[config.mk]
export PLATFORM = sky130hd
export DESIGN_NAME = lmd_decoder
export DESIGN_NICKNAME = d
export VERILOG_FILES = /design/src/lmd_pkg.sv /design/src/lmd_decoder.sv
export SDC_FILE = /design/constraint.sdc
export NUM_CORES = 1
export LEC_CHECK = 0
export ABC_AREA = 1
export BUFFER_PORTS_ARGS = -buffer_cell sky130_fd_sc_hd__clkbuf_2
export CAP_MARGIN = 25
export CORE_AREA = 2 2 48 50
export DETAILED_ROUTE_END_ITERATION = 6
export DIE_AREA = 0 0 50 52
export PLACE_DENSITY = 0.66
export SLEW_MARGIN = 20
export SYNTH_ARGS = -nofsm -noshare
export SYNTH_HDL_FRONTEND = slang
export SYNTH_SLANG_ARGS = --single-unit
[constraint.sdc]
create_clock -name clk -period 0.9 [get_ports clk]
set_clock_uncertainty 0.2 [all_clocks]
set_input_delay 0.18 -clock clk [delete_from_list [all_inputs] [get_ports clk]]
set_output_delay 0.18 -clock clk [all_outputs]
set_load 0.01 [all_outputs]
[src/lmd_pkg.sv]
// package: constants and carrier types for the line mode configuration decoder
//------------------------------------------------------------
//------------------------------------------------------------
package lmd_pkg;

   localparam logic [2:0] FRAME_DS3_CBIT  = 3'h0;
   localparam logic [2:0] FRAME_DS3_M23   = 3'h1;
   localparam logic [2:0] FRAME_E3_G751   = 3'h2;
   localparam logic [2:0] FRAME_E3_G832   = 3'h3;
   localparam logic [2:0] FRAME_DS3_CLEAR = 3'h4;
   localparam logic [2:0] FRAME_E3_CLEAR  = 3'h6;

   localparam logic [2:0] LINE_BIPOLAR    = 3'h0;
   localparam logic [2:0] LINE_ATTEN_OFF  = 3'h1;
   localparam logic [2:0] LINE_ATTEN_RX   = 3'h2;
   localparam logic [2:0] LINE_ATTEN_TX   = 3'h3;
   localparam int         LINE_SINGLE_BIT = 2;

   // jitter attenuator placement
   typedef enum logic [1:0] {
      LMD_ATTEN_OFF = 2'h0,
      LMD_ATTEN_RX  = 2'h1,
      LMD_ATTEN_TX  = 2'h2
   } lmd_atten_t;

   // line coding
   typedef enum logic [1:0] {
      LMD_CODE_NONE  = 2'h0,
      LMD_CODE_SUBST = 2'h1,
      LMD_CODE_AMI   = 2'h2
   } lmd_code_t;

   // line side operating mode, one-hot
   typedef enum logic [3:0] {
      LMD_LS_IDLE    = 4'h1,
      LMD_LS_ANALOG  = 4'h2,
      LMD_LS_BIPOLAR = 4'h4,
      LMD_LS_SINGLE  = 4'h8
   } lmd_line_t;

   typedef struct packed {
      logic [2:0] frame_mode_select;
      logic [2:0] line_mode_select;
      logic       tx_zero_suppress_disable;
      logic       rx_zero_suppress_disable;
      logic       line_interface_bypass;
      logic       rate_adapter_is_tx_clock;
   } lmd_cfg_t;

   typedef struct packed {
      lmd_line_t  line_state;
      logic       framed;
      logic       unframed;
      logic       is_e3;
      logic       rate_adapter_en;
      logic       rate_adapter_e3;
      logic       analog_line_unit_en;
      logic       analog_line_unit_e3;
      lmd_atten_t jitter_attenuator;
      lmd_code_t  tx_code;
      lmd_code_t  rx_code;
      logic       subst_hdb3;
      logic       framer_rst;
      logic       line_rst;
      logic       analog_rst;
      logic       atten_rst;
      logic       config_error;
   } lmd_sel_t;

   localparam lmd_sel_t SEL_RESET = '{
      line_state:          LMD_LS_IDLE,
      framed:              1'b0,
      unframed:            1'b0,
      is_e3:               1'b0,
      rate_adapter_en:     1'b0,
      rate_adapter_e3:     1'b0,
      analog_line_unit_en: 1'b0,
      analog_line_unit_e3: 1'b0,
      jitter_attenuator:   LMD_ATTEN_OFF,
      tx_code:             LMD_CODE_NONE,
      rx_code:             LMD_CODE_NONE,
      subst_hdb3:          1'b0,
      framer_rst:          1'b1,
      line_rst:            1'b1,
      analog_rst:          1'b1,
      atten_rst:           1'b1,
      config_error:        1'b0
   };

endpackage

[src/lmd_decoder.sv]
// module: registered decode of frame and line mode into block selects
`timescale 1ns/100ps
module lmd_decoder (
   input  wire logic              clk,
   input  wire logic              rst_n,
   input  wire lmd_pkg::lmd_cfg_t cfg,
   output lmd_pkg::lmd_sel_t      sel
);

   //------------------------------------------------------------
   // helpers
   //------------------------------------------------------------
   function automatic lmd_pkg::lmd_code_t code_of(input logic dis, input logic active);
      if (!active) begin
         code_of = lmd_pkg::LMD_CODE_NONE;
      end else if (dis) begin
         code_of = lmd_pkg::LMD_CODE_AMI;
      end else begin
         code_of = lmd_pkg::LMD_CODE_SUBST;
      end
   endfunction

   //------------------------------------------------------------
   // combinational decode
   //------------------------------------------------------------
   lmd_pkg::lmd_sel_t sel_next;
   logic              code_framed;
   logic              code_clear;
   logic              code_e3;
   logic              coded;

   always_comb begin
      code_framed = (cfg.frame_mode_select <= lmd_pkg::FRAME_E3_G832);
      code_clear  = (cfg.frame_mode_select == lmd_pkg::FRAME_DS3_CLEAR) ||
                    (cfg.frame_mode_select == lmd_pkg::FRAME_E3_CLEAR);
      // g.751 and g.832 are the e3 framings; 110 the e3 clear channel
      code_e3     = (cfg.frame_mode_select == lmd_pkg::FRAME_E3_G751) ||
                    (cfg.frame_mode_select == lmd_pkg::FRAME_E3_G832) ||
                    (cfg.frame_mode_select == lmd_pkg::FRAME_E3_CLEAR);
      sel_next              = lmd_pkg::SEL_RESET;
      sel_next.framed       = code_framed;
      sel_next.unframed     = code_clear;
      sel_next.is_e3        = code_e3;
      coded                 = 1'b0;
      // reserved frame codes leave everything at the reset selects except config_error, which is set
      if (code_framed || code_clear) begin
         sel_next.framer_rst = !code_framed;
         if (cfg.line_mode_select[lmd_pkg::LINE_SINGLE_BIT]) begin
            // single rail ignores the suppress bits, needs bypass set
            if (cfg.line_interface_bypass) begin
               sel_next.line_state = lmd_pkg::LMD_LS_SINGLE;
               sel_next.line_rst   = 1'b0;
            end else begin
               sel_next.config_error = 1'b1;
            end
         end else if (cfg.line_mode_select == lmd_pkg::LINE_BIPOLAR) begin
            if (cfg.line_interface_bypass) begin
               sel_next.line_state = lmd_pkg::LMD_LS_BIPOLAR;
               sel_next.line_rst   = 1'b0;
               coded               = 1'b1;
            end else begin
               sel_next.config_error = 1'b1;
            end
         end else if (!cfg.line_interface_bypass) begin
            sel_next.line_state          = lmd_pkg::LMD_LS_ANALOG;
            sel_next.line_rst            = 1'b0;
            sel_next.analog_rst          = 1'b0;
            sel_next.analog_line_unit_en = 1'b1;
            sel_next.analog_line_unit_e3 = code_e3;
            coded                        = 1'b1;
            case (cfg.line_mode_select)
               lmd_pkg::LINE_ATTEN_RX: begin
                  sel_next.jitter_attenuator = lmd_pkg::LMD_ATTEN_RX;
                  sel_next.atten_rst         = 1'b0;
               end
               lmd_pkg::LINE_ATTEN_TX: begin
                  sel_next.jitter_attenuator = lmd_pkg::LMD_ATTEN_TX;
                  sel_next.atten_rst         = 1'b0;
               end
               default: begin
                  sel_next.jitter_attenuator = lmd_pkg::LMD_ATTEN_OFF;
               end
            endcase
         end else begin
            sel_next.config_error = 1'b1;
         end
         // mixed suppress bits are undefined; flagged, coding still per direction
         if (coded && (cfg.tx_zero_suppress_disable != cfg.rx_zero_suppress_disable)) begin
            sel_next.config_error = 1'b1;
         end
         sel_next.tx_code    = code_of(cfg.tx_zero_suppress_disable, coded);
         sel_next.rx_code    = code_of(cfg.rx_zero_suppress_disable, coded);
         sel_next.subst_hdb3 = coded && code_e3;
         // the analog unit always needs the adapter; bypassed modes when framed or
         // when it clocks the transmit side; an idle line leaves it powered down
         if (sel_next.line_state == lmd_pkg::LMD_LS_ANALOG) begin
            sel_next.rate_adapter_en = 1'b1;
         end else if (sel_next.line_state != lmd_pkg::LMD_LS_IDLE) begin
            sel_next.rate_adapter_en = code_framed || cfg.rate_adapter_is_tx_clock;
         end
         sel_next.rate_adapter_e3 = sel_next.rate_adapter_en && code_e3;
         if (sel_next.line_state == lmd_pkg::LMD_LS_IDLE) begin
            sel_next.framer_rst = 1'b1;
         end
      end else begin
         sel_next.config_error = 1'b1;
      end
   end

   //------------------------------------------------------------
   // output register
   //------------------------------------------------------------
   // registered so downstream power and reset gates never see decode glitches
   always_ff @(posedge clk or negedge rst_n) begin
      if (!rst_n) begin
         sel <= lmd_pkg::SEL_RESET;
      end else begin
         sel <= sel_next;
      end
   end

endmodule

Word-level counts from Yosys, hierarchy flattened --
Index checks and enable logic that the tools add are counted.
Cells by class: $add $sub $neg 0, multipliers 0, divide/modulo/power cells 0, order comparisons 1, eq/ne operators 10, shifts and indexed selects 0, muxes and demuxes 35, bitwise gates (word level) 0, reductions and logical operators 11
Operator list (number):
- $mux W4 | 8
- $mux W1 | 16
- $mux W15 | 1
- $mux W2 | 7
- $eq A3 B2 Y1 const B | 4
- $eq A3 B3 Y1 const B | 2
- $mux W3 | 2
- $logic_or A1 B1 Y1 | 5
- $eq A4 B1 Y1 const B | 1
- $eq A4 B2 Y1 const B | 1
- $ne A4 B1 Y1 const B | 1
- $pmux W2 S2 | 1
- $le A3 B2 Y1 const B | 1
- $logic_and A1 B1 Y1 | 3
- $logic_not A3 Y1 | 1
- $reduce_or A2 Y1 | 1
- $logic_not A1 Y1 | 1
- $ne A1 B1 Y1 | 1
Word-level totals: register bits after elaboration 23, bits in latches 0, RAM bits 0, ROM bits 0, bits of input ports 12, output and inout bits 23, logic and storage cells 74, memories kept 0

Longest topological paths before layout --
Gate-level depths: netlist (run 1).
depth in word-level cells 10, mapped depth 8

Worst setup path before layout (run 1) --
OpenSTA, ideal clock, no wires.
path type input to register, start point input port cfg[6] (netlist name), end point register sel[14] (netlist name), data arrival time 1.211 ns, setup slack -0.589 ns, stages on the path 6, buffers on the path 0, path through nor3_1 -> inv_1 -> ha_1 -> nor2_1 -> nand3_1 -> a21oi_1
RTL lines:
- start, declared | RTL line lmd_decoder.sv:6 | input wire lmd_pkg::lmd_cfg_t cfg,
- end signal, assigned | RTL line lmd_decoder.sv:116 | sel <= lmd_pkg::SEL_RESET;
- end signal, assigned | RTL line lmd_decoder.sv:118 | sel <= sel_next;
- end, declared | RTL line lmd_decoder.sv:7 | output lmd_pkg::lmd_sel_t sel

==> impl_metrics.csv, run 1 <==
group,metric,value,unit
die,ios,35,
sta,whs,-0.162,ns
sta,hold_viol,12,
placement,dp.cells,142,
layout,drive_gt1_frac,0.661,
yosys,synth_seq_area_share,0.677,
power,pwr-share-clk,0.235,
setup_path,cp_max_fo,2,
layout,area_growth,65.7,%
layout,regMostFlops,"sel",
yosys,ys_seq_elements,21,
detailed_routing,avgRoutedWirePerCell,10.1,um
detailed_routing,drcViolationCount,0,
setup_path,setup.worst_path.end_class,"output pin",
setup_path,crit_required,0.52,ns
yosys,avgSynthCellArea,10.7,um^2
yosys,yosys_warnings,0,
layout,largestRegisters,"sel x21",
power,p_leak,0.682,nW
status,violations,"negative hold slack, negative setup slack",
die,die_area,2600,um^2
power,swShare,0.262,
detailed_routing,dr.pass1.iters,4,
sta,finalSetupViolations,34,
layout,final_cell_mix,"24 x clkbuf_2, 17 x dfrtp_1",
power,peakVddDrop,941,uV
yosys,syn_inst,73,
layout,largest_register_ffs,21,
layout,final_cells,149,
placement,port_buffers,34,
sta,min_period_over_period,1.46,
clock_tree,tritoncts,"done",
detailed_routing,drt-initial-drc-count,4,
worst_hold_path,hp-class,"in -> reg",
layout,final_nets,136,
clock_tree,clk_pin_slew_worst_paths,0.10,ns
grt,grt_remaining_overflow,0,
setup_path,cp_top_family,"flip-flops",
yosys,synth_compound_area_frac,0.0128,
setup_path,cpPeakStageDelay,0.54,ns
yosys,synthMuxAreaShare,0,
layout,num_antenna_cells,0,
yosys,ys.flop_type,"dfrtp_1",
setup_path,crit_buf_inv,1,
setup_path,crit_slowest_cell,"dfstp_2",
placement,gp_congestion,0.794,
placement,dp_hpwl,1160,um
layout,final_common_cell,"clkbuf_2",
setup_path,path_cells,"buf_2",
setup_path,setup.worst_path.class,"reg -> out",
yosys,synth_xor_area_frac,0,
placement,pre_cts_ws,-0.611,ns
clock_tree,cts_hold_buf,2,
yosys,async_flop_share,1.00,
setup_path,cp-start-kind,"register",
power,finalPower,1.84,mW
detailed_routing,postRouteWirelength,1510,um
sta,slew_headroom,0.839,
die,dieHeight,52,um
clock_tree,htree_levels,1,
grt,track_usage,0.131,
layout,num-fill-cells,183,
die,start_util,0.372,
power,p_int,1.36,mW
detailed_routing,detail-route-antenna-nets,0,
sta,rsz0062_at_grt,"true",
yosys,synth_cell_types,16,
power,p_comb_frac,0.213,
sta,setup_ws,-0.418,ns
yosys,synth_area,783,um^2
die,die_w,50,um
power,p_seq_frac,0.552,
clock_tree,clock-root-buffer,"clkbuf_4",
setup_path,cp.arrival,0.94,ns
die,rows,17,
power,p_per_area,1420,nW/um^2
detailed_routing,vias,631,
job,cap_violations,0,
yosys,synth_fp_nets,87,
yosys,synth-edff-count,0,
power,power_switching,483,uW
yosys,synth_fa_ha_area_frac,0.0319,
yosys,synth_top_family_by_area,"simple AND/OR/NAND/NOR gates",
sta,finalMaxSlewViolations,0,
grt,first_global_vias,649,
grt,grt_pass1_wl,2610,um
detailed_routing,vias_per_cell,4.23,
clock_tree,numCtsBuffers,3,
grt,grt_max_degree,22,
layout,regArea,531,um^2
sta,tightest_slew,0.239,ns
status,status,"finished with violations",
sta,period_minus_slack,1.32,ns
die,core_region_area,2110,um^2
yosys,synth-simple-area-share,0.201,
clock_tree,clock-sinks,21,
layout,multi_input_area,328,um^2
clock_tree,cts.path.max_buffers,2,
sta,fmax,0.759,GHz
grt,antenna_found_initial,0,
area by class of cell:
class | count | area share
inverter | 12 | 0.0366
clock buffer | 4 | 0.0203
sequential | 21 | 0.409
timing repair buffer | 46 | 0.255
tap | 28 | 0.0270
multi-input combinational | 38 | 0.253
kinds of logic after synthesis:
family / after synthesis
adders and majority gates: 2
DFF: 21
and+or+nand+nor: 34
buffers and inverters: 14
AOI/OAI and AO/OA: 2
layer usage:
metal,vias to the layer above,global-route usage,share of wire
met3,2,0,0.037
met5,-,0,0
li1,320,-,-
met4,0,0.0694,0.017
met2,17,0.250,0.56
met1,292,0.149,0.39
power groups by stage:
stage	combinational (mW)	sequential [mW]	clock [mW]
floorplan	0.114	1.07	0
global placement	0.292	1.03	0
detailed placement	0.295	1.04	0
CTS	0.334	1.02	0.439
global route	0.429	1.02	0.481
finish	0.391	1.02	0.433
synth_stat cells (2+ instances only):
cell | instances | share of area
ha_1 | 2 | 0.032
nand2_1 | 11 | 0.053
a21oi_1 | 2 | 0.013
nor3_1 | 4 | 0.026
nor2_1 | 9 | 0.043
nand3_1 | 3 | 0.019
inv_1 | 11 | 0.053
nand2_2 | 3 | 0.024
dfrtp_1 | 17 | 0.54
buf_4 | 2 | 0.019
dfstp_2 | 4 | 0.13
worst paths after layout:
check                         from  endpoint  slack, ns  cells after the start
min in group asynchronous    rst_n   sel[18]       0.14                      3
hold / removal              cfg[4]   sel[10]      -0.16                      2
max in group asynchronous    rst_n    sel[1]       0.14                      3
setup / recovery           sel[19]    sel[3]      -0.42                      1
through the flow:
stage | hold slack (ns) | setup TNS (ns) | area, um^2 | util
final | -0.162 | -8.99 | 1300 | 0.616
after floorplan | -0.316 | -3.79 | 822 | -
after global routing | -0.181 | -10.51 | 1300 | 0.616
after CTS | -0.144 | -9.14 | 1190 | 0.567
after global placement | -0.0768 | -7.47 | 1080 | 0.515
after detailed placement | -0.0769 | -7.71 | 1080 | 0.515
repair_timing:
item | in CTS | in global routing
gates resized for setup | 13 | 35
setup buffers | 1 | 1
endpoints found under the hold margin | 33 | 11
pin swaps | 6 | 7
endpoints found under the setup margin | 34 | 37
Note: power is estimated with default switching activity, not from simulation.
==> run 2, diff against run 1 <==
--- a/config.mk
+++ b/config.mk
@@ -12,6 +12,7 @@
 export DETAILED_ROUTE_END_ITERATION = 6
 export DIE_AREA = 0 0 50 52
 export PLACE_DENSITY = 0.66
+export SKIP_CTS_REPAIR_TIMING = 1
 export SLEW_MARGIN = 20
 export SYNTH_ARGS = -nofsm -noshare
 export SYNTH_HDL_FRONTEND = slang
==> run 2 against run 1 <==
Effect of this change:
- sequential share of layout area grew 1.4 points
- flip-flop and latch count unchanged
- critical endpoint unchanged
- the run still ends with negative hold slack, negative setup slack left
- count of clock-buffer cells in the layout did not move
- largest cell class unchanged
- first-iteration DRC count up 25%
- cell area decreased by 3.4%
==> impl_metrics.csv, run 2 (synthesized netlist as in run 1, its figures left out) <==
group,metric,value,unit
layout,area_growth,60.1,%
layout,regMostFlops,"sel",
power,pwr-share-clk,0.235,
layout,final_cell_mix,"25 x clkbuf_2, 17 x dfrtp_1, 8 x inv_1, 8 x nand2_1",
layout,drive_gt1_frac,0.636,
power,swShare,0.254,
detailed_routing,detail-route-antenna-nets,0,
detailed_routing,avgRoutedWirePerCell,9.48,um
sta,hold_viol,11,
clock_tree,tritoncts,"done",
power,p_comb_frac,0.201,
die,start_util,0.372,
grt,grt_max_degree,22,
job,cap_violations,0,
die,rows,17,
setup_path,setup.worst_path.class,"reg -> out",
detailed_routing,dr.pass1.iters,4,
status,status,"finished with violations",
clock_tree,htree_levels,1,
setup_path,cp-start-kind,"register",
detailed_routing,postRouteWirelength,1410,um
die,ios,35,
placement,dp_hpwl,1160,um
detailed_routing,highest_layer,"met4",
die,die_w,50,um
layout,largest_register_ffs,21,
detailed_routing,routed-wl-met2,750,um
setup_path,path_cells,"buf_2",
detailed_routing,drt-initial-drc-count,5,
power,p_per_area,1440,nW/um^2
die,die_area,2600,um^2
setup_path,worstSetupStartpoint,"sel[19]",
placement,port_buffers,34,
sta,rsz0062_at_grt,"true",
setup_path,cp.arrival,0.93,ns
die,dieHeight,52,um
power,peakVddDrop,1150,uV
layout,stdcell_area,1250,um^2
layout,final_common_cell,"clkbuf_2",
status,violations,"negative hold slack, negative setup slack",
layout,largestRegisters,"sel x21",
power,power_switching,457,uW
worst_hold_path,hp-class,"in -> reg",
grt,track_usage,0.125,
sta,slew_headroom,0.839,
setup_path,worst-path-stages,1,
power,p_int,1.35,mW
sta,min_period_over_period,1.46,
sta,period_minus_slack,1.31,ns
clock_tree,clk_pin_slew_worst_paths,0.11,ns
detailed_routing,drcViolationCount,0,
sta,tightest_slew,0.239,ns
placement,pre_cts_ws,-0.611,ns
sta,fmax,0.763,GHz
sta,setup_ws,-0.411,ns
setup_path,cp_max_fo,2,
setup_path,setup.worst_path.end_class,"output pin",
grt,antenna_found_initial,0,
sta,finalSetupViolations,34,
setup_path,crit_buf_inv,1,
setup_path,cpPeakStageDelay,0.54,ns
detailed_routing,vias_per_cell,4.19,
setup_path,crit_slowest_cell,"dfstp_2",
die,core_region_area,2110,um^2
detailed_routing,routed-wl-met3,56,um
layout,final_nets,136,
sta,finalMaxSlewViolations,0,
sta,setup_tns,-8.70,ns
power,p_leak,0.670,nW
clock_tree,cts.path.max_buffers,2,
clock_tree,clock-root-buffer,"clkbuf_4",
grt,grt_pass1_wl,2480,um
power,p_seq_frac,0.564,
setup_path,cp_top_family,"flip-flops",
layout,num-fill-cells,193,
detailed_routing,drt-met1-wl,578,um
detailed_routing,vias,624,
layout,num_antenna_cells,0,
placement,place_area,1080,um^2
placement,gp_congestion,0.794,
sta,whs,-0.146,ns
setup_path,crit_required,0.52,ns
grt,grt_remaining_overflow,0,
grt,first_global_vias,639,
clock_tree,numCtsBuffers,3,
clock_tree,clock-sinks,21,
setup_path,endpoint,"sel[3]",
[run 2: through the flow]
| stage | power, mW | utilization | cells | hold slack (ns) |
|---|---|---|---|---|
| 2_1_floorplan | 1.18 | - | 73 | -0.316 |
| 3_3_place_gp | 1.33 | 0.515 | 142 | -0.0768 |
| 3_5_place_dp | 1.33 | 0.515 | 142 | -0.0769 |
| 4_1_cts | 1.75 | 0.528 | 146 | -0.398 |
| 5_1_grt | 1.90 | 0.595 | 149 | -0.149 |
| 6_report | 1.80 | 0.595 | 149 | -0.146 |
[run 2: worst min-delay path by stage]
stage,from,endpoint,slack (ns),depth (start not counted)
5_1_grt,cfg[7],sel[17],-0.15,2
6_report,cfg[7],sel[17],-0.15,2
3_5_place_dp,rst_n,sel[17],-0.08,2
4_1_cts,rst_n,sel[18],-0.40,2
2_1_floorplan,rst_n,sel[0],-0.32,0
3_3_place_gp,rst_n,sel[17],-0.08,2
[run 2: power groups by stage]
stage | logic (mW) | registers, mW | clock network (mW)
after floorplan | 0.114 | 1.07 | 0
after global placement | 0.292 | 1.03 | 0
after detailed placement | 0.295 | 1.04 | 0
after CTS | 0.296 | 1.02 | 0.439
after global routing | 0.400 | 1.02 | 0.479
final | 0.362 | 1.02 | 0.424
[run 2: routing by layer]
metal / track usage / vias to the layer above
li1: - / 319
met1: 0.141 / 284
met2: 0.239 / 19
met3: 0 / 2
met4: 0.0694 / 0
met5: 0 / -
[run 2: final cells by class]
cell class              instances  area, um^2  share of cell area
well taps                      28        35.0              0.0279
clock buffers                   4        26.3              0.0210
flip-flops and latches         21         531               0.423
repair buffers                 46         322               0.256
multi-input cells              38         293               0.234
inverters                      12        47.5              0.0379
